`config.mk`:
```
export PLATFORM = sky130hd
export DESIGN_NAME = sbn_top
export DESIGN_NICKNAME = d
export VERILOG_FILES = /design/src/rtl/sbn_pkg.sv /design/src/rtl/sbn_core_if.sv /design/src/rtl/sbn_alu.sv /design/src/rtl/sbn_top.sv
export SDC_FILE = /design/constraint.sdc
export NUM_CORES = 1
export LEC_CHECK = 0
export BUFFER_PORTS_ARGS = -buffer_cell sky130_fd_sc_hd__buf_2
export CORE_MARGIN = 4
export CORE_UTILIZATION = 50
export CTS_CLUSTER_DIAMETER = 80
export DETAILED_ROUTE_END_ITERATION = 8
export PLACE_DENSITY = 0.77
export SYNTH_ARGS = -nofsm -noshare
export SYNTH_HDL_FRONTEND = slang
export SYNTH_SLANG_ARGS = --single-unit
```
`constraint.sdc`:
```
create_clock -name CORE_CLK -period 3.5 [get_ports CORE_CLK]
set_input_delay 0.175 -clock CORE_CLK [delete_from_list [all_inputs] [get_ports CORE_CLK]]
set_output_delay 0.175 -clock CORE_CLK [all_outputs]
set_load 0.005 [all_outputs]
```
`src/rtl/sbn_pkg.sv`:
```
`default_nettype none
package sbn_pkg;
  // Operation select
  typedef enum logic [1:0] {
    SBN_OP_IDLE = 2'b00,
    SBN_OP_SUBB = 2'b01,
    SBN_OP_SWAP = 2'b10
  } sbn_op_t;

  // Phase of the two-cycle instruction
  typedef enum logic [1:0] {
    SBN_ST_IDLE  = 2'b00,
    SBN_ST_WRITE = 2'b01
  } sbn_state_t;

  localparam int unsigned SBN_DATA_W     = 8;
  localparam int unsigned SBN_ADDR_W     = 12;
  localparam logic [7:0]  SBN_IDX_LIMIT  = 8'h5F;
  localparam logic [7:0]  SBN_ACC_SPLIT  = 8'h60;
  localparam logic [3:0]  SBN_ACC_HIBANK = 4'hF;
  localparam logic [7:0]  SBN_RST_BYTE   = 8'h00;
  localparam logic [11:0] SBN_RST_ADDR   = 12'h000;
  localparam int unsigned SBN_NIB_LO     = 0;
  localparam int unsigned SBN_NIB_HI     = 4;
  localparam int unsigned SBN_MSB        = 7;
  localparam bit          SBN_DEST_ACC   = 1'b0;
  localparam bit          SBN_DEST_FILE  = 1'b1;
endpackage
`default_nettype wire

```
`src/rtl/sbn_core_if.sv`:
```
`timescale 1ns/1ps
`default_nettype none
// Operands and results passed between the top and the arithmetic unit
interface sbn_core_if;
  import sbn_pkg::*;
  logic [7:0] file_val;
  logic [7:0] acc_val;
  logic       carry_in;
  sbn_op_t    op;
  logic [7:0] result;
  logic       neg;
  logic       ovf;
  logic       carry;
  logic       dcarry;
  logic       zero;
  modport top (output file_val, acc_val, carry_in, op,
               input result, neg, ovf, carry, dcarry, zero);
  modport alu (input file_val, acc_val, carry_in, op,
               output result, neg, ovf, carry, dcarry, zero);
endinterface
`default_nettype wire

```
`src/rtl/sbn_alu.sv`:
```
`timescale 1ns/1ps
`default_nettype none
module sbn_alu (
  sbn_core_if.alu bus
);
  import sbn_pkg::*;
  logic [8:0] full;
  logic [4:0] low;
  logic       bin;

  // Subtract with borrow as f + ~W + C, or nibble exchange
  always_comb begin
    bin  = bus.carry_in;
    full = {1'b0, bus.file_val} + {1'b0, ~bus.acc_val} + {8'h00, bin};
    low  = {1'b0, bus.file_val[3:0]} + {1'b0, ~bus.acc_val[3:0]}
           + {4'h0, bin};
    bus.ovf    = 1'b0;
    bus.carry  = 1'b0;
    bus.dcarry = 1'b0;
    case (bus.op)
      SBN_OP_SUBB: begin
        bus.result = full[7:0];
        bus.carry  = full[8];   // High means no borrow
        bus.dcarry = low[4];
        bus.ovf    = (bus.file_val[SBN_MSB] != bus.acc_val[SBN_MSB]) &&
                     (full[SBN_MSB] != bus.file_val[SBN_MSB]);
      end
      SBN_OP_SWAP: begin
        bus.result = {bus.file_val[SBN_NIB_LO +: 4],
                      bus.file_val[SBN_NIB_HI +: 4]};
      end
      default: begin
        bus.result = bus.file_val;
      end
    endcase
    bus.neg  = bus.result[SBN_MSB];
    bus.zero = (bus.result == SBN_RST_BYTE);
  end
endmodule
`default_nettype wire

```
`src/rtl/sbn_top.sv`:
```
`timescale 1ns/1ps
`default_nettype none
module sbn_top (
  input  wire logic           CORE_CLK,
  input  wire logic           RST_N,
  input  wire sbn_pkg::sbn_op_t OP_START,
  input  wire logic [7:0]     FILE_ADDR,
  input  wire logic           DEST_SEL,
  input  wire logic           BANK_ACCESS,
  input  wire logic           EXT_SET_EN,
  input  wire logic [3:0]     BANK_SELECT_POINTER,
  input  wire logic [11:0]    INDEX_BASE,
  output logic [11:0]         RD_ADDR,
  input  wire logic [7:0]     RD_DATA,
  output logic                WR_EN,
  output logic [11:0]         WR_ADDR,
  output logic [7:0]          WR_DATA,
  output logic [7:0]          ACC,
  output logic                FLAG_N,
  output logic                OVERFLOW_FLAG,
  output logic                FLAG_C,
  output logic                DIGIT_CARRY_FLAG,
  output logic                FLAG_Z,
  output logic                BUSY
);
  import sbn_pkg::*;

  sbn_core_if core ();
  sbn_alu u_alu (.bus(core));

  sbn_state_t state;
  sbn_state_t next_state;
  sbn_op_t    op;
  sbn_op_t    next_op;
  logic       dest;
  logic       next_dest;
  logic [11:0] addr;
  logic [11:0] next_addr;
  logic [7:0]  acc;
  logic [7:0]  next_acc;
  logic        fn, fov, fc, fdc, fz;
  logic        next_fn, next_fov, next_fc, next_fdc, next_fz;
  logic        wr_en, next_wr_en;
  logic [11:0] wr_addr, next_wr_addr;
  logic [7:0]  wr_data, next_wr_data;
  logic [11:0] eff_addr;

  // Effective address: indexed, access bank, or banked
  always_comb begin
    if (EXT_SET_EN && !BANK_ACCESS && FILE_ADDR <= SBN_IDX_LIMIT) begin
      eff_addr = INDEX_BASE + {4'h0, FILE_ADDR};
    end else if (!BANK_ACCESS) begin
      eff_addr = (FILE_ADDR < SBN_ACC_SPLIT) ? {4'h0, FILE_ADDR}
                 : {SBN_ACC_HIBANK, FILE_ADDR};
    end else begin
      eff_addr = {BANK_SELECT_POINTER, FILE_ADDR};
    end
  end

  // Read address follows the request in idle, the latch while busy
  assign RD_ADDR = (state == SBN_ST_IDLE) ? eff_addr : addr;

  // Operand hookup to the arithmetic unit
  assign core.file_val = RD_DATA;
  assign core.acc_val  = acc;
  assign core.carry_in = fc;
  assign core.op       = op;

  // Next-state: capture request, then write result, and flags for subtract only
  always_comb begin
    next_state   = state;
    next_op      = op;
    next_dest    = dest;
    next_addr    = addr;
    next_acc     = acc;
    next_fn      = fn;
    next_fov     = fov;
    next_fc      = fc;
    next_fdc     = fdc;
    next_fz      = fz;
    next_wr_en   = 1'b0;
    next_wr_addr = wr_addr;
    next_wr_data = wr_data;
    case (state)
      SBN_ST_IDLE: begin
        if (OP_START != SBN_OP_IDLE) begin
          next_state = SBN_ST_WRITE;
          next_op    = OP_START;
          next_dest  = DEST_SEL;
          next_addr  = eff_addr;
        end
      end
      SBN_ST_WRITE: begin
        next_state = SBN_ST_IDLE;
        next_op    = SBN_OP_IDLE;
        if (dest == SBN_DEST_ACC) begin
          next_acc = core.result;
        end else begin
          next_wr_en   = 1'b1;
          next_wr_addr = addr;
          next_wr_data = core.result;
        end
        if (op == SBN_OP_SUBB) begin
          next_fn  = core.neg;
          next_fov = core.ovf;
          next_fc  = core.carry;
          next_fdc = core.dcarry;
          next_fz  = core.zero;
        end
      end
      default: begin
        next_state = SBN_ST_IDLE;
      end
    endcase
  end

  // Registers
  always_ff @(posedge CORE_CLK) begin
    if (!RST_N) begin
      state   <= SBN_ST_IDLE;
      op      <= SBN_OP_IDLE;
      dest    <= SBN_DEST_FILE;
      addr    <= SBN_RST_ADDR;
      acc     <= SBN_RST_BYTE;
      fn      <= 1'b0;
      fov     <= 1'b0;
      fc      <= 1'b0;
      fdc     <= 1'b0;
      fz      <= 1'b0;
      wr_en   <= 1'b0;
      wr_addr <= SBN_RST_ADDR;
      wr_data <= SBN_RST_BYTE;
    end else begin
      state   <= next_state;
      op      <= next_op;
      dest    <= next_dest;
      addr    <= next_addr;
      acc     <= next_acc;
      fn      <= next_fn;
      fov     <= next_fov;
      fc      <= next_fc;
      fdc     <= next_fdc;
      fz      <= next_fz;
      wr_en   <= next_wr_en;
      wr_addr <= next_wr_addr;
      wr_data <= next_wr_data;
    end
  end

  // Registered results and flags to the pins
  assign ACC              = acc;
  assign FLAG_N           = fn;
  assign OVERFLOW_FLAG    = fov;
  assign FLAG_C           = fc;
  assign DIGIT_CARRY_FLAG = fdc;
  assign FLAG_Z           = fz;
  assign WR_EN            = wr_en;
  assign WR_ADDR          = wr_addr;
  assign WR_DATA          = wr_data;
  assign BUSY             = (state != SBN_ST_IDLE);

  // Checks
  property p_subb_result;
    @(posedge CORE_CLK) disable iff (!RST_N)
    (state == SBN_ST_WRITE && op == SBN_OP_SUBB && dest == SBN_DEST_ACC)
    |=> (acc == $past(RD_DATA) - $past(acc) - {7'h00, !$past(fc)});
  endproperty
  a_subb_result: assert property (p_subb_result)
    else $error("subtract result wrong");

  property p_borrow;
    @(posedge CORE_CLK) disable iff (!RST_N)
    (state == SBN_ST_WRITE && op == SBN_OP_SUBB)
    |=> (fc == ({1'b0, $past(RD_DATA)} >=
                {1'b0, $past(acc)} + {8'h00, !$past(fc)}));
  endproperty
  a_borrow: assert property (p_borrow)
    else $error("carry not inverse of borrow");

  property p_digit_carry;
    @(posedge CORE_CLK) disable iff (!RST_N)
    (state == SBN_ST_WRITE && op == SBN_OP_SUBB)
    |=> (fdc == ({1'b0, $past(RD_DATA[3:0])} >=
                 {1'b0, $past(acc[3:0])} + {4'h0, !$past(fc)}));
  endproperty
  a_digit_carry: assert property (p_digit_carry)
    else $error("digit carry wrong");

  property p_zero;
    @(posedge CORE_CLK) disable iff (!RST_N)
    (state == SBN_ST_WRITE && op == SBN_OP_SUBB)
    |=> (fz == (($past(RD_DATA) - $past(acc) - {7'h00, !$past(fc)})
                == 8'h00));
  endproperty
  a_zero: assert property (p_zero)
    else $error("zero flag wrong");

  property p_dest_file;
    @(posedge CORE_CLK) disable iff (!RST_N)
    (state == SBN_ST_WRITE && dest == SBN_DEST_FILE)
    |=> (wr_en && wr_addr == $past(addr) && acc == $past(acc));
  endproperty
  a_dest_file: assert property (p_dest_file)
    else $error("file destination not written");

  property p_dest_acc;
    @(posedge CORE_CLK) disable iff (!RST_N)
    (state == SBN_ST_WRITE && dest == SBN_DEST_ACC) |=> !wr_en;
  endproperty
  a_dest_acc: assert property (p_dest_acc)
    else $error("file written for accumulator destination");

  property p_access_bank;
    @(posedge CORE_CLK) disable iff (!RST_N)
    (state == SBN_ST_IDLE && !BANK_ACCESS && !EXT_SET_EN
     && FILE_ADDR < SBN_ACC_SPLIT) |-> RD_ADDR[11:8] == 4'h0;
  endproperty
  a_access_bank: assert property (p_access_bank)
    else $error("access bank low half wrong");

  property p_indexed;
    @(posedge CORE_CLK) disable iff (!RST_N)
    (state == SBN_ST_IDLE && EXT_SET_EN && !BANK_ACCESS
     && FILE_ADDR <= SBN_IDX_LIMIT)
    |-> RD_ADDR == INDEX_BASE + {4'h0, FILE_ADDR};
  endproperty
  a_indexed: assert property (p_indexed)
    else $error("indexed address wrong");

  property p_swap;
    @(posedge CORE_CLK) disable iff (!RST_N)
    (state == SBN_ST_WRITE && op == SBN_OP_SWAP)
    |=> ({fn, fov, fc, fdc, fz} == $past({fn, fov, fc, fdc, fz}))
        && (wr_en ? wr_data == {$past(RD_DATA[3:0]), $past(RD_DATA[7:4])}
            : acc == {$past(RD_DATA[3:0]), $past(RD_DATA[7:4])});
  endproperty
  a_swap: assert property (p_swap)
    else $error("nibble swap wrong");
endmodule
`default_nettype wire

```
==> out/results.ini, run 1 <==
[logic_synthesis]
synth_seq_cells = 50
syn_area_um2 = 3100
syn_inst = 395
ys_types = 47
ys_seq_area_share_pct = 32.3
yosysWarningCount = 0
async_flop_share_pct = 0
ys.flop_type = dfxtp_1
postSynthAreaPerCell_um2 = 7.86
synth-edff-count = 0
synth.top_cells.by_area = dfxtp_1 (32%), nand2_1 (10%), ha_1 (6.9%)
yosys.area.top_type = dfxtp_1
synth_nets = 454
synth_top_area_share_pct = 32.3

[clock_network]
insertion_delay_ns = 0.31
cts.path.max_buffers = 2
cts_setup_buffers = 0
clkSlewWorstSetupHoldPaths_ns = 0.10
ctsHoldBuffers = 0
cts_root_buffer = clkbuf_8
ctsResizeCount = 0
htreeDepth = 2
cts_tree = built
cts_buffers = 5
clock-sinks = 50

[detailed_routing]
dr.first_iter.drc_count = 117
dr_wl_met2_um = 3860
route.detailed.drc = 0
dr.max_layer_used = met4
drtPass1Iterations = 4
antenna_left = 0
avgRoutedWirePerCell_um = 14.7
wl_um = 8010
vias = 3006
met3WireLength_um = 563
met1_length_um = 3560
vias_per_cell = 5.53

[global_route]
antenna_found_initial = 0
grtUsageTotal_pct = 21.8
grt_pass1_vias = 2890
grt_max_degree = 51
grt_pass1_wl_um = 13300
grt-ovfl-total = 0

[sta]
period_minus_slack_ns = 2.74
hold_viol = 0
whs_ns = 0.0834
rsz0062_at_grt = false
worstMarginPinSlew_ns = 1.05
max_freq_mhz = 365
clock_skew_ns = 0.00771
fin_crit_sh_pct = 78.4
slew_headroom_pct = 29.7
layout_setup_ws_ns = 0.757
report.final.slew_viol_count = 0
finalSetupTns_ns = 0
setup_viol = 0

[placed_design]
dpl.hpwl_um = 6140
dp.cells = 536
place_congestion = 0.910
portBuffers = 85
place_ws_ns = 0.754
placed_area_um2 = 3520

[power]
irDropWorstVdd_v = 0.000259
power_mw = 1.42
power_density_nw_per_um2 = 391
p_leak_nw = 1.71

[die]
pin_count = 86
core_area_um2 = 5960
initial_core_util_pct = 52.1
die_w_um = 86.8
die_y_um = 86.8
rows = 28
dieArea_um2 = 7530

[worst_setup_path]
path_cells = inv_1, fa_1, fa_1, or2b_1, a21oi_1, a31o_2, xor2_1, a221oi_1, nand2_1, and3_1
worstPathRequired_ns = 3.71
cp_max_fo = 3
slowest_delay_ns = 0.41
cpMostUsedCell = fa_1
crit_type = register to register
start_kind = register
cp_top_family = compound AO/OA/AOI/OAI gates
end_kind = register
reg2reg_setup_slack_ns = 0.76
startpoint = FLAG_C
r2r-start = FLAG_C
cp.buffers_inverters = 1
critPathSlowestCell = fa_1
critical_path_arrival_ns = 2.95

[job]
max_cap_viol_count = 0

[hold_path]
hold_path.class = primary input to register
hp-start = DEST_SEL

[layout]
drive_gt1_share_pct = 22.6
area_growth_pct = 17.1
stdcell_count = 544
final_cell_area_um2 = 3630
fin_util_pct = 61.0
layout_common_cells = nand2_1 (86), buf_2 (85), dfxtp_1 (50)
final_common_cell = nand2_1
diodes = 0
nets = 527

[status]
status = completed

-- cell type report --
| cell class | instances | area [um2] |
|---|---|---|
| Tap cell | 75 | 93.8 |
| Fill cell | 566 | 2320 |
| Multi-Input combinational cell | 303 | 1910 |
| Clock buffer | 5 | 68.8 |
| Sequential cell | 50 | 1000 |
| Timing Repair Buffer | 86 | 433 |
| Inverter | 22 | 82.6 |
| Clock inverter | 3 | 47.5 |
-- kinds of logic (layout without fill, tap and decap cells) --
logic type	Yosys count	count (layout)	synth area share [%]
buffers and inverters	42	116	6.25
AOI/OAI and AO/OA	105	105	23.6
DFF	50	50	32.3
adders and majority gates	20	20	8.79
muxes	7	7	2.42
xor gates and xnor gates	14	14	3.95
and+or+nand+nor	157	157	22.7
-- flip-flops by register name, indices dropped and copies added, names as in the netlist --
| signal | flops |
|---|---|
| DIGIT_CARRY_FLAG | 1 |
| dest | 1 |
| core.op | 2 |
| addr | 12 |
| FLAG_N | 1 |
| ACC | 8 |
| WR_EN | 1 |
| WR_ADDR | 12 |
| state | 1 |
| FLAG_Z | 1 |
| FLAG_C | 1 |
| OVERFLOW_FLAG | 1 |
| WR_DATA | 8 |
-- worst reg2reg max path, cell delays in order (launching register included) --
cell      delay, ns
dfxtp_1        0.35
inv_1          0.05
fa_1           0.41
fa_1           0.41
or2b_1         0.24
a21oi_1        0.24
a31o_2         0.22
xor2_1         0.06
a221oi_1       0.40
nand2_1        0.08
and3_1         0.20
-- power by group --
| group | switching, mW | internal [mW] |
|---|---|---|
| registers | 0.0298 | 0.605 |
| logic | 0.204 | 0.158 |
| clock network | 0.207 | 0.218 |
-- metal layers --
layer / up-vias / global-route usage, %
li1: 1500 / -
met1: 1404 / 28.0
met3: 4 / 4.85
met4: 0 / 5.95
met5: - / 0
met2: 98 / 36.9
-- final timing paths --
kind                  to  depth (start not counted)
hold reg to reg   FLAG_Z                          2
setup / recovery  ACC[6]                         10
setup reg to reg  ACC[6]                         10
hold / removal      dest                          3
-- cell usage after synthesis, drive strengths merged, types with 3 or more instances --
cell and number:
a21boi 22, fa 3, and3 4, mux2i 3, buf 5, o211a 8
ha 17, a21o 5, and2 4, dfxtp 50, o21ai 19, xnor2 7
o211ai 4, nor3b 8, nor2b 4, nand2 86, mux2 4, nand2b 4
a221oi 7, nor2 32, xor2 7, nand3 5, clkbuf 15, a21oi 23
inv 22, a211oi 5
(Power assumes the default switching activity.)
==> run 2, diff against run 1 <==
--- a/config.mk
+++ b/config.mk
@@ -5,6 +5,7 @@
 export SDC_FILE = /design/constraint.sdc
 export NUM_CORES = 1
 export LEC_CHECK = 0
+export ABC_AREA = 1
 export BUFFER_PORTS_ARGS = -buffer_cell sky130_fd_sc_hd__buf_2
 export CORE_MARGIN = 4
 export CORE_UTILIZATION = 50
==> constraint.sdc (replaced) <==
create_clock -name CORE_CLK -period 2.55 [get_ports CORE_CLK]
set_input_delay 0.1275 -clock CORE_CLK [delete_from_list [all_inputs] [get_ports CORE_CLK]]
set_output_delay 0.1275 -clock CORE_CLK [all_outputs]
set_load 0.005 [all_outputs]
==> run 2 against run 1 <==
  * Clock skew fell by 0.0045 ns
  * Utilization grew 1.1 points
  * Worst hold slack worse by 0.036 ns
  * Clock power grew 39%
  * Synthesized cell count rose by 17%
  * Global-route usage increased by 0.24 points
  * Cell count rose by 14%
  * Register-to-register slack got worse by 0.35 ns
  * Clock-buffer cell count increased by 1
  * First-iteration DRC count increased by 40%
  * Area after synthesis down 0.20%
  * Largest cell class unchanged
==> out/results.ini, run 2 <==
[die]
pin_count = 86
rows = 28
core_area_um2 = 5960
die_w_um = 86.7
dieArea_um2 = 7520
initial_core_util_pct = 52.0
die_y_um = 86.7

[worst_setup_path]
startpoint = FLAG_C
critical_path_arrival_ns = 2.38
crit_type = register to register
path_cells = inv_1, fa_1, fa_1, inv_1, nand2_1, nand3_1, o21ai_2, nand3_1, nor2_1, nand2_1, nor2_2, nand4_1, a21oi_1
cp_top_family = adder cells
critPathSlowestCell = fa_1
worstPathRequired_ns = 2.79
start_kind = register
end_kind = register
r2r-start = FLAG_C
cp.buffers_inverters = 2
cp_max_fo = 3
slowest_delay_ns = 0.49

[logic_synthesis]
async_flop_share_pct = 0
ys_types = 34
yosysMostFrequentCell = nand2_1
synth_nets = 523
synth.top_cells.by_area = dfxtp_1 (32%), nand2_1 (12%), inv_1 (8.6%)
postSynthAreaPerCell_um2 = 6.67
synth_common_cells = nand2_1 (96), inv_1 (71), dfxtp_1 (50)
yosysWarningCount = 0
synth-edff-count = 0
synth_seq_cells = 50
syn_inst = 464
synth_top_area_share_pct = 32.3
ys.flop_type = dfxtp_1
ys_seq_area_share_pct = 32.3
yosys.area.top_type = dfxtp_1
syn_area_um2 = 3100

[clock_network]
htreeDepth = 2
cts_buffers = 5
ctsResizeCount = 0
clkSlewWorstSetupHoldPaths_ns = 0.09
cts_setup_buffers = 0
clock-sinks = 50
cts.path.max_buffers = 2
cts_tree = built
insertion_delay_ns = 0.30
cts_root_buffer = clkbuf_8
ctsHoldBuffers = 0

[detailed_routing]
wl_um = 8180
antenna_left = 0
route.detailed.drc = 0
vias_per_cell = 5.20
vias = 3224
drtPass1Iterations = 4
dr.first_iter.drc_count = 164
avgRoutedWirePerCell_um = 13.2

[global_route]
antenna_found_initial = 0
grt_pass1_vias = 2941
grt_max_degree = 38
grt-ovfl-total = 0
grt_pass1_wl_um = 13400
grtUsageTotal_pct = 22.0

[layout]
seq_area_um2 = 1000
final_cell_area_um2 = 3700
area_growth_pct = 19.4
final_common_cell = nand2_1
layout_common_cells = nand2_1 (96), buf_2 (85), inv_1 (71)
nets = 603
multiInputGateArea_um2 = 1750
fillers = 570
diodes = 0
drive_gt1_share_pct = 21.8

[placed_design]
place_congestion = 0.946
dpl.hpwl_um = 6510
portBuffers = 85
placed_area_um2 = 3580

[sta]
worstMarginPinSlew_ns = 0.667
period_minus_slack_ns = 2.14
finalSetupTns_ns = 0
clock_skew_ns = 0.00319
whs_ns = 0.0472
setup_viol = 0
report.final.slew_viol_count = 0
hold_viol = 0
rsz0062_at_grt = false
slew_headroom_pct = 55.5
fin_crit_sh_pct = 84.0
max_freq_mhz = 467

[hold_path]
hold_path.class = primary input to register
hp-start = DEST_SEL

[status]
status = completed

[job]
max_cap_viol_count = 0

[power]
power_density_nw_per_um2 = 546
p_leak_nw = 2.01
irDropWorstVdd_v = 0.000371

==> run 2: cell count changes after synthesis, sizes merged, moves of 8 or more <==
| cell | delta |
|---|---|
| a21boi | -22 |
| a21oi | +29 |
| inv | +53 |
| nand2 | +16 |
| nand3 | +33 |
| nor3b | -8 |
| o211a | -8 |
| o21ai | +27 |
==> run 2: tightest hold or removal path: stages <==
cell and delay, ns:
buf_2 0.09, nand2_1 0.04, nand3_1 0.07
==> run 2: path summary, 6_finish.rpt <==
kind,endpoint,slack [ns],depth (start not counted)
setup / recovery,FLAG_Z,0.41,13
hold / removal,dest,0.05,3
setup reg to reg,FLAG_Z,0.41,13
hold reg to reg,WR_ADDR[2],0.47,2
==> run 2: power by group <==
part / internal [mW] / total [mW] / switching [mW]
logic: 0.216 / 0.552 / 0.336
registers: 0.839 / 0.878 / 0.0391
clock network: 0.323 / 0.590 / 0.268
total: 1.38 / 2.02 / 0.643
==> run 2: cell type report <==
type / instances / share of cell area, %
clock inverter: 2 / 1.05
inverter: 75 / 7.61
tap: 75 / 2.54
clock buffer: 6 / 2.23
sequential: 50 / 27.1
multi-input combinational: 323 / 47.2
timing repair buffer: 89 / 12.3
==> run 2: metal layers <==
metal / vias up / GRT usage (%) / share of wire, %
li1: 1666 / - / -
met1: 1422 / 28.6 / 44
met2: 119 / 36.7 / 46
met3: 17 / 3.99 / 7.7
met4: 0 / 7.79 / 2.2
met5: - / 0 / 0
==> run 2: stage by stage <==
stage | instances | util [%] | setup slack (ns) | power [mW]
6_report | 620 | 62.1 | 0.409 | 2.02
4_1_cts | 620 | 62.1 | 0.398 | 2.03
2_1_floorplan | 464 | - | 0.537 | 1.25
3_5_place_dp | 612 | 60.1 | 0.407 | 1.44
5_1_grt | 620 | 62.1 | 0.171 | 2.15
3_3_place_gp | 612 | 60.1 | 0.487 | 1.43
==> run 2: kinds of logic after synthesis <==
family                     synth area share, %
and+or+nand+nor                           25.7
AOI/OAI and AO/OA                         19.8
buffers and inverters                     11.3
DFF                                       32.3
adders and majority gates                 8.81
xor gates and xnor gates                  1.13
muxes                                    0.970
==> run 3, diff against run 2 <==
==> constraint.sdc (replaced) <==
create_clock -name CORE_CLK -period 2.1 [get_ports CORE_CLK]
set_input_delay 0.105 -clock CORE_CLK [delete_from_list [all_inputs] [get_ports CORE_CLK]]
set_output_delay 0.105 -clock CORE_CLK [all_outputs]
set_load 0.005 [all_outputs]
==> run 3 against run 2 <==
  * Worst hold slack worse by 0.024 ns
  * Via count down 1.4%
  * Largest power group unchanged
  * Critical endpoint unchanged
  * Sequential cell count unchanged
  * Sequential share of layout area down 0.18 points
==> out/results.ini, run 3 (same netlist as run 2, synthesis figures left out) <==
[worst_setup_path]
critPathSlowestCell = fa_1
cp.buffers_inverters = 2
cpMostUsedCell = nand2_1
path_cells = inv_2, fa_2, fa_1, inv_1, nand2_1, nand3_2, o21ai_2, nand3_1, nor2_1, nand2_1, nor2_2, nand4_1, a21oi_1
end_kind = register
cp_max_fo = 2
crit_type = register to register
worstPathRequired_ns = 2.34
critical_path_arrival_ns = 2.30
start_kind = register
slowest_delay_ns = 0.48
cp_top_family = adder cells

[clock_network]
cts_buffers = 5
ctsHoldBuffers = 0
clock-sinks = 50
clkSlewWorstSetupHoldPaths_ns = 0.09
cts_tree = built
insertion_delay_ns = 0.31
cts_root_buffer = clkbuf_8
htreeDepth = 2
cts.path.max_buffers = 2

[power]
power_mw = 2.44
p_leak_nw = 2.02
irDropWorstVdd_v = 0.000341
power_density_nw_per_um2 = 656

[detailed_routing]
route.detailed.drc = 0
dr.max_layer_used = met4
wl_um = 8150
met1_length_um = 3700
dr.first_iter.drc_count = 132
antenna_left = 0
met3WireLength_um = 445
drtPass1Iterations = 5
avgRoutedWirePerCell_um = 13.1
dr_wl_met2_um = 3840
vias_per_cell = 5.11
vias = 3179

[die]
die_y_um = 86.7
pin_count = 86
dieArea_um2 = 7520
rows = 28
core_area_um2 = 5960
initial_core_util_pct = 52.0
die_w_um = 86.7

[layout]
final_cell_area_um2 = 3730
drive_gt1_share_pct = 23.4
area_growth_pct = 20.4
nets = 605
layout_common_cells = nand2_1 (96), buf_2 (85), inv_1 (69)
fillers = 601
diodes = 0
seq_area_um2 = 1000
final_common_cell = nand2_1
multiInputGateArea_um2 = 1760

[job]
max_cap_viol_count = 0

[global_route]
grt-ovfl-total = 0
grt_pass1_wl_um = 13400
grt_pass1_vias = 2913
grtUsageTotal_pct = 22.4
antenna_found_initial = 0
grt_max_degree = 38

[placed_design]
place_congestion = 1.02
placed_area_um2 = 3590
dpl.hpwl_um = 6570
portBuffers = 85

[sta]
report.final.slew_viol_count = 0
slew_headroom_pct = 64.0
fin_crit_sh_pct = 97.9
worstMarginPinSlew_ns = 0.539
clock_skew_ns = 0.00771
hold_viol = 0
max_freq_mhz = 486
rsz0062_at_grt = true
period_minus_slack_ns = 2.06
setup_viol = 0

[hold_path]
hold_path.class = primary input to register

[status]
status = completed

==> run 3: cell types whose count changed in the layout (fill, tap and decap cells not counted), sizes merged <==
cell,previous run,this run
buf,89,91
clkbuf,6,5
clkinvlp,0,1
==> run 3: timing repair <==
item	CTS	global route
buffers inserted	0	0
gates resized for setup	1	6
pin swaps	0	1
endpoints found under the setup margin	1	4
==> run 3: area by class of cell <==
cell class | count | share of cell area [%]
repair buffers | 91 | 12.6
clock inverters | 3 | 1.31
well taps | 75 | 2.52
inverters | 75 | 7.55
multi-input cells | 323 | 47.3
flip-flops and latches | 50 | 26.9
clock buffers | 5 | 1.85
==> run 3: path summary, 6_finish.rpt <==
check | startpoint | end | slack, ns | cells after the start
max | FLAG_C | FLAG_Z | 0.04 | 13
min reg2reg | WR_ADDR[0] | WR_ADDR[0] | 0.47 | 2
max reg2reg | FLAG_C | FLAG_Z | 0.04 | 13
min | DEST_SEL | dest | 0.02 | 3
==> run 3: where the power goes <==
part | switching, mW | internal (mW)
registers | 0.0473 | 1.02
logic | 0.413 | 0.270
clock network | 0.334 | 0.363
total | 0.794 | 1.65
==> run 3: worst min-delay path: cells and delay by family <==
family | cells | cell delay (ns)
buffers and inverters | 1 | 0.09
AND/OR/NAND/NOR | 2 | 0.11
==> run 3: routing by layer <==
metal | GRT usage (%) | vias up
li1 | - | 1669
met1 | 29.2 | 1406
met2 | 37.0 | 89
met3 | 3.90 | 15
met4 | 8.07 | 0
met5 | 0 | -
==> run 3: metrics by stage <==
stage	hold WS (ns)	utilization, %	TNS (ns)	cells	setup slack (ns)
finish	0.0236	62.6	0	622	0.0443
global route	0.0316	62.6	-0.204	622	-0.120
CTS	0.0215	62.3	0	622	0.00166
detailed placement	0.345	60.3	-0.0437	614	-0.0437
global placement	0.342	60.3	0	614	0.0527
floorplan	0.231	-	0	464	0.0874
